--- config.mk ---
export PLATFORM = sky130hd
export DESIGN_NAME = fpsi_front_panel
export DESIGN_NICKNAME = d
export VERILOG_FILES = /design/src/inc/fpsi_pkg.sv /design/src/logic/fpsi_front_panel.sv
export VERILOG_INCLUDE_DIRS = /design/src /design/src/inc
export SDC_FILE = /design/constraint.sdc
export NUM_CORES = 1
export LEC_CHECK = 0
export BUFFER_PORTS_ARGS = -buffer_cell sky130_fd_sc_hd__buf_2
export CAP_MARGIN = 20
export CORE_UTILIZATION = 40
export CTS_CLUSTER_SIZE = 28
export DETAILED_ROUTE_END_ITERATION = 16
export PLACE_DENSITY_LB_ADDON = 0.3
export SLEW_MARGIN = 5
export SYNTH_ARGS = -nofsm -noshare
export SYNTH_HDL_FRONTEND = slang
export SYNTH_SLANG_ARGS = --single-unit
--- constraint.sdc ---
create_clock -name clk_i -period 3.65 [get_ports clk_i]
set_input_delay 0.73 -clock clk_i [delete_from_list [all_inputs] [get_ports clk_i]]
set_output_delay 0.73 -clock clk_i [all_outputs]
set_load 0.01 [all_outputs]
--- src/inc/fpsi_defines.svh ---
// constants for the front panel switch and lamp block
`ifndef FPSI_DEFINES_SVH
`define FPSI_DEFINES_SVH

// debounce settle time in ns and derived cycles at 100 MHz
`define FPSI_CLK_PERIOD_NS   10
`define FPSI_DEBOUNCE_NS     100000
`define FPSI_DEBOUNCE_CYC    (`FPSI_DEBOUNCE_NS / `FPSI_CLK_PERIOD_NS)
`define FPSI_CNT_W           14
// reset pulse length driven on board and backplane
`define FPSI_RST_PULSE_NS    2000
`define FPSI_RST_PULSE_CYC   (`FPSI_RST_PULSE_NS / `FPSI_CLK_PERIOD_NS)
`define FPSI_RST_CNT_W       8
// processor status code meaning halted
`define FPSI_HALT_CODE       3'h7
`define FPSI_STAT_W          3
`define FPSI_LVL_W           3

`endif

--- src/inc/fpsi_pkg.sv ---
// types for the front panel switch and lamp block
package fpsi_pkg;

    typedef struct packed {
        logic board_failure_line;
        logic [2:0] cpu_status;
        logic transfer_in_progress_n;
        logic is_system_controller;
        logic lan_master;
        logic scsi_master;
        logic vme_as_driven;
        logic vme_inbound_master;
        logic vsb_pas_driven;
        logic vsb_inbound_master;
    } fpsi_cond_t;

    typedef struct packed {
        logic fail_lamp;
        logic status_lamp;
        logic run_lamp;
        logic system_controller_lamp;
        logic lan_lamp;
        logic scsi_lamp;
        logic vme_lamp;
        logic vsb_lamp;
    } fpsi_lamps_t;

    typedef enum logic [1:0] {
        FPSI_RST_IDLE,
        FPSI_RST_PULSE,
        FPSI_RST_WAIT_REL
    } fpsi_rst_state_t;

endpackage : fpsi_pkg

--- src/logic/fpsi_front_panel.sv ---
// front panel pushbutton handling and status lamp drive
// Summary of operation
// A reset press resets the whole board and also drives backplane system reset when system controller.
// A software control disables the reset button so that a press then has no effect.
// When enabled, an abort press raises an interrupt at the software-programmed level.
// The fail lamp follows the board failure line.
// The status lamp lights when the processor status outputs decode as halted.
// The run lamp lights while the active-low transfer in progress line is low.
// The system controller lamp lights while the board is backplane system controller.
// The network lamp lights while the network controller is local bus master.
// The disk bus lamp lights while the disk bus controller is local bus master.
// The backplane lamp lights while the board drives address strobe or serves an inbound backplane access.
// The subsystem lamp lights while the board drives its strobe or serves an inbound subsystem access.
// Buttons are synchronised and debounced so one press gives exactly one event.
`timescale 1ns/1ps
`include "fpsi_defines.svh"

module fpsi_front_panel
    import fpsi_pkg::*;
#(
    parameter int DEBOUNCE_CYC = `FPSI_DEBOUNCE_CYC
) (
    input  wire logic                    clk_i,
    input  wire logic                    resetn_i,
    input  wire logic                    reset_btn_n_i,
    input  wire logic                    abort_btn_n_i,
    input  wire logic                    reset_btn_disable_i,
    input  wire logic                    abort_enable_i,
    input  wire logic [`FPSI_LVL_W-1:0]  abort_level_i,
    input  wire logic                    abort_ack_i,
    input  wire fpsi_cond_t              cond_i,
    output logic                         board_reset_o,
    output logic                         sysreset_drive_o,
    output logic                         abort_irq_o,
    output logic [`FPSI_LVL_W-1:0]       abort_irq_level_o,
    output fpsi_lamps_t                  lamps_o
);

    // ************************************************************
    // helpers
    // ************************************************************
    function automatic logic is_halted(input logic [`FPSI_STAT_W-1:0] st);
        return st == `FPSI_HALT_CODE;
    endfunction : is_halted

    // ************************************************************
    // pushbutton synchronisers
    // ************************************************************
    logic [1:0] rst_sync_q;
    logic [1:0] abt_sync_q;

    always_ff @(posedge clk_i) begin
        if (!resetn_i) begin
            rst_sync_q <= 2'h0;
            abt_sync_q <= 2'h0;
        end else begin
            rst_sync_q <= {rst_sync_q[0], ~reset_btn_n_i};
            abt_sync_q <= {abt_sync_q[0], ~abort_btn_n_i};
        end
    end

    // ************************************************************
    // debounce: a level must hold steady for the settle time
    // ************************************************************
    logic [`FPSI_CNT_W-1:0] rst_cnt_q;
    logic [`FPSI_CNT_W-1:0] abt_cnt_q;
    logic                   rst_stable_q;
    logic                   abt_stable_q;
    logic                   rst_stable_d;
    logic                   abt_stable_d;

    always_comb begin
        rst_stable_d = rst_stable_q;
        abt_stable_d = abt_stable_q;
        if (rst_cnt_q == `FPSI_CNT_W'(DEBOUNCE_CYC - 1)) begin
            rst_stable_d = rst_sync_q[1];
        end
        if (abt_cnt_q == `FPSI_CNT_W'(DEBOUNCE_CYC - 1)) begin
            abt_stable_d = abt_sync_q[1];
        end
    end

    always_ff @(posedge clk_i) begin
        if (!resetn_i) begin
            rst_cnt_q    <= '0;
            rst_stable_q <= 1'b0;
        end else begin
            // bounce restarts the count, so chatter never yields a second edge
            if (rst_sync_q[1] == rst_stable_q) begin
                rst_cnt_q <= '0;
            end else if (rst_cnt_q != `FPSI_CNT_W'(DEBOUNCE_CYC - 1)) begin
                rst_cnt_q <= rst_cnt_q + 1'b1;
            end else begin
                rst_cnt_q <= '0;
            end
            rst_stable_q <= rst_stable_d;
        end
    end

    always_ff @(posedge clk_i) begin
        if (!resetn_i) begin
            abt_cnt_q    <= '0;
            abt_stable_q <= 1'b0;
        end else begin
            if (abt_sync_q[1] == abt_stable_q) begin
                abt_cnt_q <= '0;
            end else if (abt_cnt_q != `FPSI_CNT_W'(DEBOUNCE_CYC - 1)) begin
                abt_cnt_q <= abt_cnt_q + 1'b1;
            end else begin
                abt_cnt_q <= '0;
            end
            abt_stable_q <= abt_stable_d;
        end
    end

    logic rst_press;
    logic abt_press;
    assign rst_press = rst_stable_d & ~rst_stable_q;
    assign abt_press = abt_stable_d & ~abt_stable_q;

    // ************************************************************
    // reset pulse generator
    // ************************************************************
    fpsi_rst_state_t          rst_state_q;
    logic [`FPSI_RST_CNT_W-1:0] pulse_cnt_q;

    always_ff @(posedge clk_i) begin
        if (!resetn_i) begin
            rst_state_q      <= FPSI_RST_IDLE;
            pulse_cnt_q      <= '0;
            board_reset_o    <= 1'b0;
            sysreset_drive_o <= 1'b0;
        end else begin
            unique case (rst_state_q)
                FPSI_RST_IDLE: begin
                    if (rst_press && !reset_btn_disable_i) begin
                        rst_state_q      <= FPSI_RST_PULSE;
                        pulse_cnt_q      <= '0;
                        board_reset_o    <= 1'b1;
                        sysreset_drive_o <= cond_i.is_system_controller;
                    end
                end
                FPSI_RST_PULSE: begin
                    if (pulse_cnt_q == `FPSI_RST_CNT_W'(`FPSI_RST_PULSE_CYC - 1)) begin
                        rst_state_q      <= FPSI_RST_WAIT_REL;
                        board_reset_o    <= 1'b0;
                        sysreset_drive_o <= 1'b0;
                    end else begin
                        pulse_cnt_q <= pulse_cnt_q + 1'b1;
                    end
                end
                FPSI_RST_WAIT_REL: begin
                    // one pulse per press: wait for the button to be let go
                    if (!rst_stable_q) begin
                        rst_state_q <= FPSI_RST_IDLE;
                    end
                end
            endcase
        end
    end

    // ************************************************************
    // abort interrupt
    // ************************************************************
    always_ff @(posedge clk_i) begin
        if (!resetn_i) begin
            abort_irq_o       <= 1'b0;
            abort_irq_level_o <= '0;
        end else begin
            // a new press beats a simultaneous acknowledge
            if (abt_press && abort_enable_i) begin
                abort_irq_o       <= 1'b1;
                abort_irq_level_o <= abort_level_i;
            end else if (abort_ack_i || !abort_enable_i) begin
                abort_irq_o <= 1'b0;
            end
        end
    end

    // ************************************************************
    // status lamps
    // ************************************************************
    always_ff @(posedge clk_i) begin
        if (!resetn_i) begin
            lamps_o <= '0;
        end else begin
            lamps_o.fail_lamp              <= cond_i.board_failure_line;
            lamps_o.status_lamp            <= is_halted(cond_i.cpu_status);
            lamps_o.run_lamp               <= ~cond_i.transfer_in_progress_n;
            lamps_o.system_controller_lamp <= cond_i.is_system_controller;
            lamps_o.lan_lamp               <= cond_i.lan_master;
            lamps_o.scsi_lamp              <= cond_i.scsi_master;
            lamps_o.vme_lamp               <= cond_i.vme_as_driven | cond_i.vme_inbound_master;
            lamps_o.vsb_lamp               <= cond_i.vsb_pas_driven | cond_i.vsb_inbound_master;
        end
    end

endmodule : fpsi_front_panel

After elaboration in Yosys (flattened, before gate mapping)
Index checks and enable logic that the tools add are counted.
{"block": "totals", "word_cells": 78, "register_bits": 58}
{"block": "classes", "addsub": 3, "reduce_logical": 13, "eq_ne": 14, "bitwise_logic": 12, "mux": 16}
{"op": "adder 14 x 1 -> 14 bit, second input constant", "n": 2}
{"op": "== test 14 bit, second input constant", "n": 2}
{"op": "inequality test 14 bit, second input constant", "n": 2}
{"op": "two-way mux 8 bit", "n": 2}
{"op": "one-hot mux 8 bit (2 select lines)", "n": 1}
{"op": "AND reduction 3 bit", "n": 3}
{"op": "adder 8 x 1 -> 8 bit, second input constant", "n": 1}
{"op": "== test 8 bit, second input constant", "n": 1}
{"op": "inequality test 2 bit, second input constant", "n": 4}
{"op": "NOT 1 bit", "n": 8}
{"op": "two-way mux 1 bit", "n": 7}
{"op": "two-way mux 2 bit", "n": 3}
{"op": "one-hot mux 2 bit (3 select lines)", "n": 1}
{"op": "OR reduction 3 bit", "n": 2}
{"op": "one-hot mux 1 bit (2 select lines)", "n": 2}
{"op": "nonzero test 2 bit", "n": 2}
{"op": "== test 3 bit, second input constant", "n": 1}
{"op": "AND 1 bit", "n": 2}
{"op": "== test 1 bit", "n": 2}
{"op": "== test 2 x 1 -> 1 bit, second input constant", "n": 1}
{"op": "== test 2 bit, second input constant", "n": 1}
{"op": "logical AND 1 bit", "n": 2}
{"op": "zero test 1 bit", "n": 2}
{"op": "zero test 2 bit", "n": 1}
{"op": "2 further kinds", "n": 3}

Longest topological paths before layout
Gate-level depths: netlist of the first run.
{"block": "depth", "ltp_word": 6, "mapped_depth": 7, "depth_no_buf": 6}

Worst setup path after synthesis of the first run
Ideal clock, no wire load.
{"block": "synth_path", "kind": "reg2reg", "start": "register rst_cnt_q[6]", "end": "register rst_state_q[1]", "required_ns": 3.555, "arrival_time_ns": 2.129, "slack_ns": 1.426, "path_stages_with_launch": 5, "n_path_buf": 0, "period_less_slack_ns": 2.224, "path_cell_list": "dfxtp_1 -> or4b_4 -> or4_4 -> or4_1 -> a221oi_1"}
{"block": "synth_between", "elab_chain_cells": 6}
{"item": "start: declaration", "line": "fpsi_front_panel.sv:65", "rtl": "logic [`FPSI_CNT_W-1:0] rst_cnt_q;"}
{"item": "start signal: assignment", "line": "fpsi_front_panel.sv:92", "rtl": "rst_cnt_q <= rst_cnt_q + 1'b1;"}
{"item": "== test 14 bit", "line": "fpsi_front_panel.sv:75", "rtl": "if (rst_cnt_q == `FPSI_CNT_W'(DEBOUNCE_CYC - 1)) begin"}
{"item": "two-way mux 1 bit", "line": "fpsi_front_panel.sv:75"}
{"item": "AND 1 bit", "line": "fpsi_front_panel.sv:118", "rtl": "assign rst_press = rst_stable_d & ~rst_stable_q;"}
{"item": "logical AND 1 bit", "line": "fpsi_front_panel.sv:136", "rtl": "if (rst_press && !reset_btn_disable_i) begin"}
{"item": "inequality test 2 bit (no source line)"}
{"item": "AND reduction 3 bit (no source line)"}
{"item": "end signal: assignment", "line": "fpsi_front_panel.sv:129", "rtl": "rst_state_q <= FPSI_RST_IDLE;"}
{"item": "end signal: assignment", "line": "fpsi_front_panel.sv:137", "rtl": "rst_state_q <= FPSI_RST_PULSE;"}
{"item": "end signal: assignment", "line": "fpsi_front_panel.sv:145", "rtl": "rst_state_q <= FPSI_RST_WAIT_REL;"}
{"item": "end: declaration", "line": "fpsi_front_panel.sv:124", "rtl": "fpsi_rst_state_t rst_state_q;"}
Every way passes these cells.
A chain may end at the register's enable or synchronous reset.

Final worst setup path of the first run
Same ends and word-level chain as after synthesis.

==> flow_summary_export.csv, run 1 <==
group,metric,value,unit
run_status,status,"finished with violations",
run_status,violations,"DRC",
sta,min_period_over_period,66.5,%
sta,slew_violations,0,
setup_path,path_max_fanout,13,
pwr,ir_drop,166,uV
pwr,switching_share,21.7,%
finish,final_area,3140,um2
sta,hold_violations,0,
global_routing,grt_max_degree,24,
setup_path,path_class,"reg -> reg",
synth,ys_async_sr_fraction,0,%
pwr,power_leakage,1.15,nW
setup_path,crit_required,3.89,ns
global_routing,overflow,0,
pwr,p_total,1.31,mW
place,place_area,2920,um2
floorplanning,rows,29,
sta,setup_viol,0,
routing,drc,5,
synth,synthTopCellsByArea,"dfxtp_1 (43%), nor2_1 (6.1%), xor2_1 (4.9%)",
pwr,pwr-share-seq,49.0,%
floorplanning,coreArea,6420,um2
routing,firstDrtPassIters,10,
pwr,power_density,419,nW/um2
sta,worst_pin_slew,0.773,ns
floorplanning,die_width,84.0,um
routing,viasPerCell,5.45,
cts,clkLatencyLatePin,0.34,ns
place,gp_congestion,0.782,
synth,syn_inst,316,
job,drv_cap,0,
floorplanning,io_pins,36,
place,hpwl,3940,um
cts,cts-resized-gates,0,
cts,cts_setup_buffers,0,
synth,synth-seq-cells,58,
finish,fillCellCount,625,
setup_path,critPathArrivalTime,2.66,ns
pwr,p_clk_share,47.8,%
floorplanning,design.die.area,7050,um2
setup_path,crit_path_end_kind,"flip-flop",
routing,via_count,2356,
global_routing,antenna_found_initial,0,
global_routing,first_global_vias,2211,
setup_path,cp-start-kind,"flip-flop",
synth,synthDistinctLibCells,46,
pwr,p_switching,0.285,mW
global_routing,grt_pass1_wl,9930,um
synth,synth.avg_cell_area,8.50,um2
synth,ys_seq_area_share,43.2,%
pwr,comb_power_share,3.2,%
synth,synth_top_flop_cell,"dfxtp_1",
sta,finalSetupTns,0,ns
finish,drive_gt1_share,17.7,%
cts,clk_pin_slew,0.06,ns
sta,layout_setup_ws,1.22,ns
finish,area_growth_syn_to_layout,16.7,%
routing,ant_nets,0,
sta,fin_crit,2.43,ns
synth,synth_top_area_share,43.2,%
routing,drt_wl_total,5760,um
cts,clockBufferDepth,2,
global_routing,grt_use_total,17.6,%
floorplanning,start_util,41.8,%
finish,antenna_cells,0,
synth,yosysTopAreaCell,"dfxtp_1",
synth,yosys_warnings,0,
routing,avgRoutedWirePerCell,13.3,um
sta,rsz0062_at_grt,"no",
place,post-place-ws,1.23,ns
cts,cts_sinks,58,
sta,slew_headroom,48.0,%
cts,hold_buffers,0,
synth,syn-num-nets,344,
finish,final_util,48.8,%
finish,nets,378,
hold_path,hp-class,"reg -> reg",
synth,syn_area,2690,um2
cts,cts_buffers,9,
floorplanning,dieHeight,84.0,um
cts,cts_tree,"yes",
synth,synth_edf_count,0,
cts,h-tree-depth,3,
routing,drt_iter0_drc,91,
sta,max_freq,0.412,GHz
cts,root_buffer,"clkbuf_8",
place,port_buffers,35,
pwr,p_int,1.03,mW
sta,clock_skew,0.00979,ns
layer usage:
layer	track usage, %	vias up	share of wire (%)
li1	-	1205	-
met1	22.2	1100	48
met2	28.1	47	47
met3	4.06	4	4.5
met4	8.93	0	0.90
met5	0	-	0
logic make-up after synthesis:
family                   synth area share (%)
AND/OR/NAND/NOR                          29.6
flip-flops                               43.2
AO/OA/AOI/OAI                            12.1
XOR/XNOR                                 8.48
buffers and inverters                    3.45
adder cells (fa/ha/maj)                  2.79
multiplexers                            0.373
cell usage after synthesis, types with 2 or more instances:
cell       number
nor4_1         13
a31oi_1         2
xor2_1         15
clkbuf_1       13
inv_1           8
nand3_1        19
and2_1         10
o2111ai_1       3
a21oi_1        10
o22ai_1         7
o21ai_0         5
or4_1           3
dfxtp_1        58
a211oi_1        7
nand2_1        27
and3_1          4
o211ai_1        2
ha_1            6
nor3_1          6
xnor2_1        11
buf_2           2
nor2_1         44
o21a_1          3
nand4_1         9
and4_1          3
or4b_2          3
or2_2           2
or3_1           2
a211o_1         2
worst max-delay path, stage by stage (launching register included):
cell	delay, ns
dfxtp_1	0.35
or4b_4	0.54
or4_4	0.62
or4_1	0.54
a221oi_1	0.28
layout by cell type, fill, tap and decap left out, types with 2 or more instances in the layout:
cell type,Yosys,routed
or4b_2,3,3
nor3_1,6,6
dfxtp_1,58,58
a211oi_1,7,7
o21ai_0,5,5
a21oi_1,10,10
or4_1,3,3
clkinv_2,0,2
a211o_1,2,2
or3_1,2,2
xor2_1,15,15
nand4_1,9,9
buf_2,2,35
xnor2_1,11,11
nand2_1,27,27
inv_1,8,8
ha_1,6,6
buf_4,0,3
or2_2,2,2
a31oi_1,2,2
and2_1,10,10
and3_1,4,4
o22ai_1,7,7
nor2_1,44,44
clkbuf_8,0,12
o211ai_1,2,2
nand3_1,19,19
o2111ai_1,3,3
and4_1,3,3
o21a_1,3,3
nor4_1,13,13
sequential cells by signal (all words and copies together), names as in the netlist:
signal             flops
abort_irq_o            1
rst_stable_q           1
rst_state_q            2
rst_cnt_q             14
lamps_o                8
sysreset_drive_o       1
pulse_cnt_q            8
abort_irq_level_o      3
abt_stable_q           1
board_reset_o          1
rst_sync_q             2
abt_cnt_q             14
abt_sync_q             2
cell type report:
class	instances	area [um2]	share of cell area, %
Clock buffer	12	165	5.27
Clock inverter	4	48.8	1.56
Inverter	9	33.8	1.08
Multi-Input combinational cell	234	1430	45.7
Sequential cell	58	1160	37.0
Tap cell	77	96.3	3.07
Timing Repair Buffer	38	198	6.30
power groups by stage:
| stage | Combinational (mW) | Clock, mW | Sequential (mW) |
|---|---|---|---|
| floorplan | 0.0171 | 0 | 0.662 |
| global placement | 0.0419 | 0 | 0.659 |
| detailed placement | 0.0421 | 0 | 0.659 |
| CTS | 0.0424 | 0.644 | 0.645 |
| global route | 0.0471 | 0.672 | 0.645 |
| finish | 0.0418 | 0.628 | 0.645 |
per-stage QoR:
step	hold WS, ns	std cells
6_report	0.434	432
5_1_grt	0.446	432
4_1_cts	0.441	432
3_5_place_dp	0.428	416
3_3_place_gp	0.418	416
2_1_floorplan	0.412	316
final timing paths:
path / start / cells after the start / endpoint / slack, ns
worst max-delay path: rst_cnt_q[6] / 4 / rst_state_q[1] / 1.22
worst min-delay path: rst_cnt_q[0] / 1 / rst_cnt_q[0] / 0.43
worst max register to register: rst_cnt_q[6] / 4 / rst_state_q[1] / 1.22
worst min register to register: rst_cnt_q[0] / 1 / rst_cnt_q[0] / 0.43
No activity file was read; power rests on OpenSTA's default activity.
==> inputs of run 2 (changes only) <==
==> constraint.sdc (replaced) <==
create_clock -name clk_i -period 2.1 [get_ports clk_i]
set_input_delay 0.42 -clock clk_i [delete_from_list [all_inputs] [get_ports clk_i]]
set_output_delay 0.42 -clock clk_i [all_outputs]
set_load 0.01 [all_outputs]
==> flow_summary_export.csv, run 2 (synthesis results as in run 1) <==
group,metric,value,unit
run_status,status,"finished with violations",
run_status,violations,"DRC, setup timing",
pwr,ir_drop,444,uV
setup_path,path_class,"reg -> reg",
finish,area_growth_syn_to_layout,25.6,%
sta,rsz0062_at_grt,"yes",
routing,drt_iter0_drc,147,
setup_path,crit_path_end_kind,"flip-flop",
sta,clock_skew,0.00630,ns
cts,clkLatencyLatePin,0.33,ns
floorplanning,coreArea,6420,um2
routing,ant_nets,0,
finish,final_cell_mix,"dfxtp_1 (56), nor2_1 (44), buf_2 (35)",
setup_path,r2r-end,"rst_state_q[1]",
finish,mostFrequentLayoutCell,"dfxtp_1",
cts,cts_buffers,9,
finish,antenna_cells,0,
floorplanning,rows,29,
hold_path,min_from,"cond_i[7]",
sta,setup_viol,4,
place,post-place-ws,-0.143,ns
routing,viasPerCell,5.27,
routing,drc,4,
finish,reg.largest.list,"abt_cnt_q x14, rst_cnt_q x14",
global_routing,grt_max_degree,22,
setup_path,reg2reg_slack,-0.13,ns
global_routing,first_global_vias,2346,
setup_path,path_max_fanout,3,
floorplanning,die_width,84.0,um
routing,drt_wl_total,5990,um
sta,layout_setup_ws,-0.126,ns
pwr,power_leakage,1.29,nW
setup_path,crit_end,"rst_state_q[1]",
floorplanning,dieHeight,84.0,um
floorplanning,design.die.area,7050,um2
sta,hold_violations,0,
place,place_area,3140,um2
cts,root_buffer,"clkbuf_8",
global_routing,grt_pass1_wl,10300,um
sta,fin_crit,2.23,ns
finish,nets,405,
finish,final_util,52.5,%
cts,hold_buffers,0,
sta,min_period_over_period,106,%
floorplanning,io_pins,36,
sta,slew_violations,0,
sta,slew_headroom,72.1,%
setup_path,critPathArrivalTime,2.47,ns
cts,h-tree-depth,3,
routing,avgRoutedWirePerCell,13.1,um
pwr,power_density,671,nW/um2
place,gp_congestion,0.802,
job,drv_cap,0,
global_routing,antenna_found_initial,0,
setup_path,worstRegToRegCells,4,
cts,clk_pin_slew,0.07,ns
setup_path,startpoint,"rst_cnt_q[5]",
finish,drive_gt1_share,24.6,%
setup_path,cp-start-kind,"flip-flop",
global_routing,overflow,0,
cts,cts_tree,"yes",
sta,finalSetupTns,-0.381,ns
cts,clockBufferDepth,2,
finish,fillCellCount,596,
finish,final_area,3370,um2
cts,cts_sinks,58,
setup_path,crit_required,2.34,ns
global_routing,grt_use_total,18.1,%
sta,max_freq,0.449,GHz
routing,firstDrtPassIters,10,
place,hpwl,4300,um
place,port_buffers,35,
floorplanning,start_util,41.8,%
hold_path,hp-class,"in -> reg",
setup_path,timing.rr.start,"rst_cnt_q[5]",
routing,via_count,2419,
sta,worst_pin_slew,0.419,ns
-- run 2: routing by layer --
metal	track usage, %	part of all wire (%)	vias to the layer above
li1	-	-	1253
met1	21.7	47	1115
met2	31.0	47	44
met3	4.35	3.7	7
met4	7.37	1.4	0
met5	0	0	-
-- run 2: cell type report --
cell class              instances  area (um2)  share of cell area (%)
well taps                      77        96.3                    2.86
repair buffers                 65         425                    12.6
inverters                       9        33.8                    1.00
clock inverters                 4        50.0                    1.48
clock buffers                  12         155                    4.60
flip-flops and latches         58        1160                    34.5
multi-input cells             234        1450                    43.0
-- run 2: worst max-delay path, cell delays in order (launching register included) --
cell and delay, ns:
dfxtp_2 0.32, or4b_4 0.53, or4_4 0.52, or4_4 0.49
a221oi_2 0.28
-- run 2: power by group --
part	internal (mW)	total (mW)	switching, mW
registers	1.11	1.12	0.00544
logic	0.0377	0.0793	0.0415
clock network	0.611	1.06	0.454
-- run 2: worst min-delay path by stage --
stage	endpoint	slack, ns	depth (start not counted)
floorplan	abt_sync_q[1]	0.41	1
global placement	rst_sync_q[1]	0.42	1
detailed placement	abt_sync_q[1]	0.42	1
CTS	lamps_o[5]	0.22	2
global route	lamps_o[5]	0.22	2
finish	lamps_o[5]	0.24	2
-- run 2: what timing repair did --
action                                  CTS  global route
gates resized for setup                   4             2
setup buffers                             0             1
endpoints found under the setup margin    4            21
endpoints found under the hold margin     0             0
pin swaps                                 1             0
-- run 2: metrics by stage --
stage / std cells / hold slack (ns) / total power, mW
floorplan: 316 / 0.412 / 1.18
global placement: 442 / 0.418 / 1.22
detailed placement: 442 / 0.423 / 1.23
CTS: 458 / 0.224 / 2.29
global route: 459 / 0.219 / 2.35
finish: 459 / 0.239 / 2.26
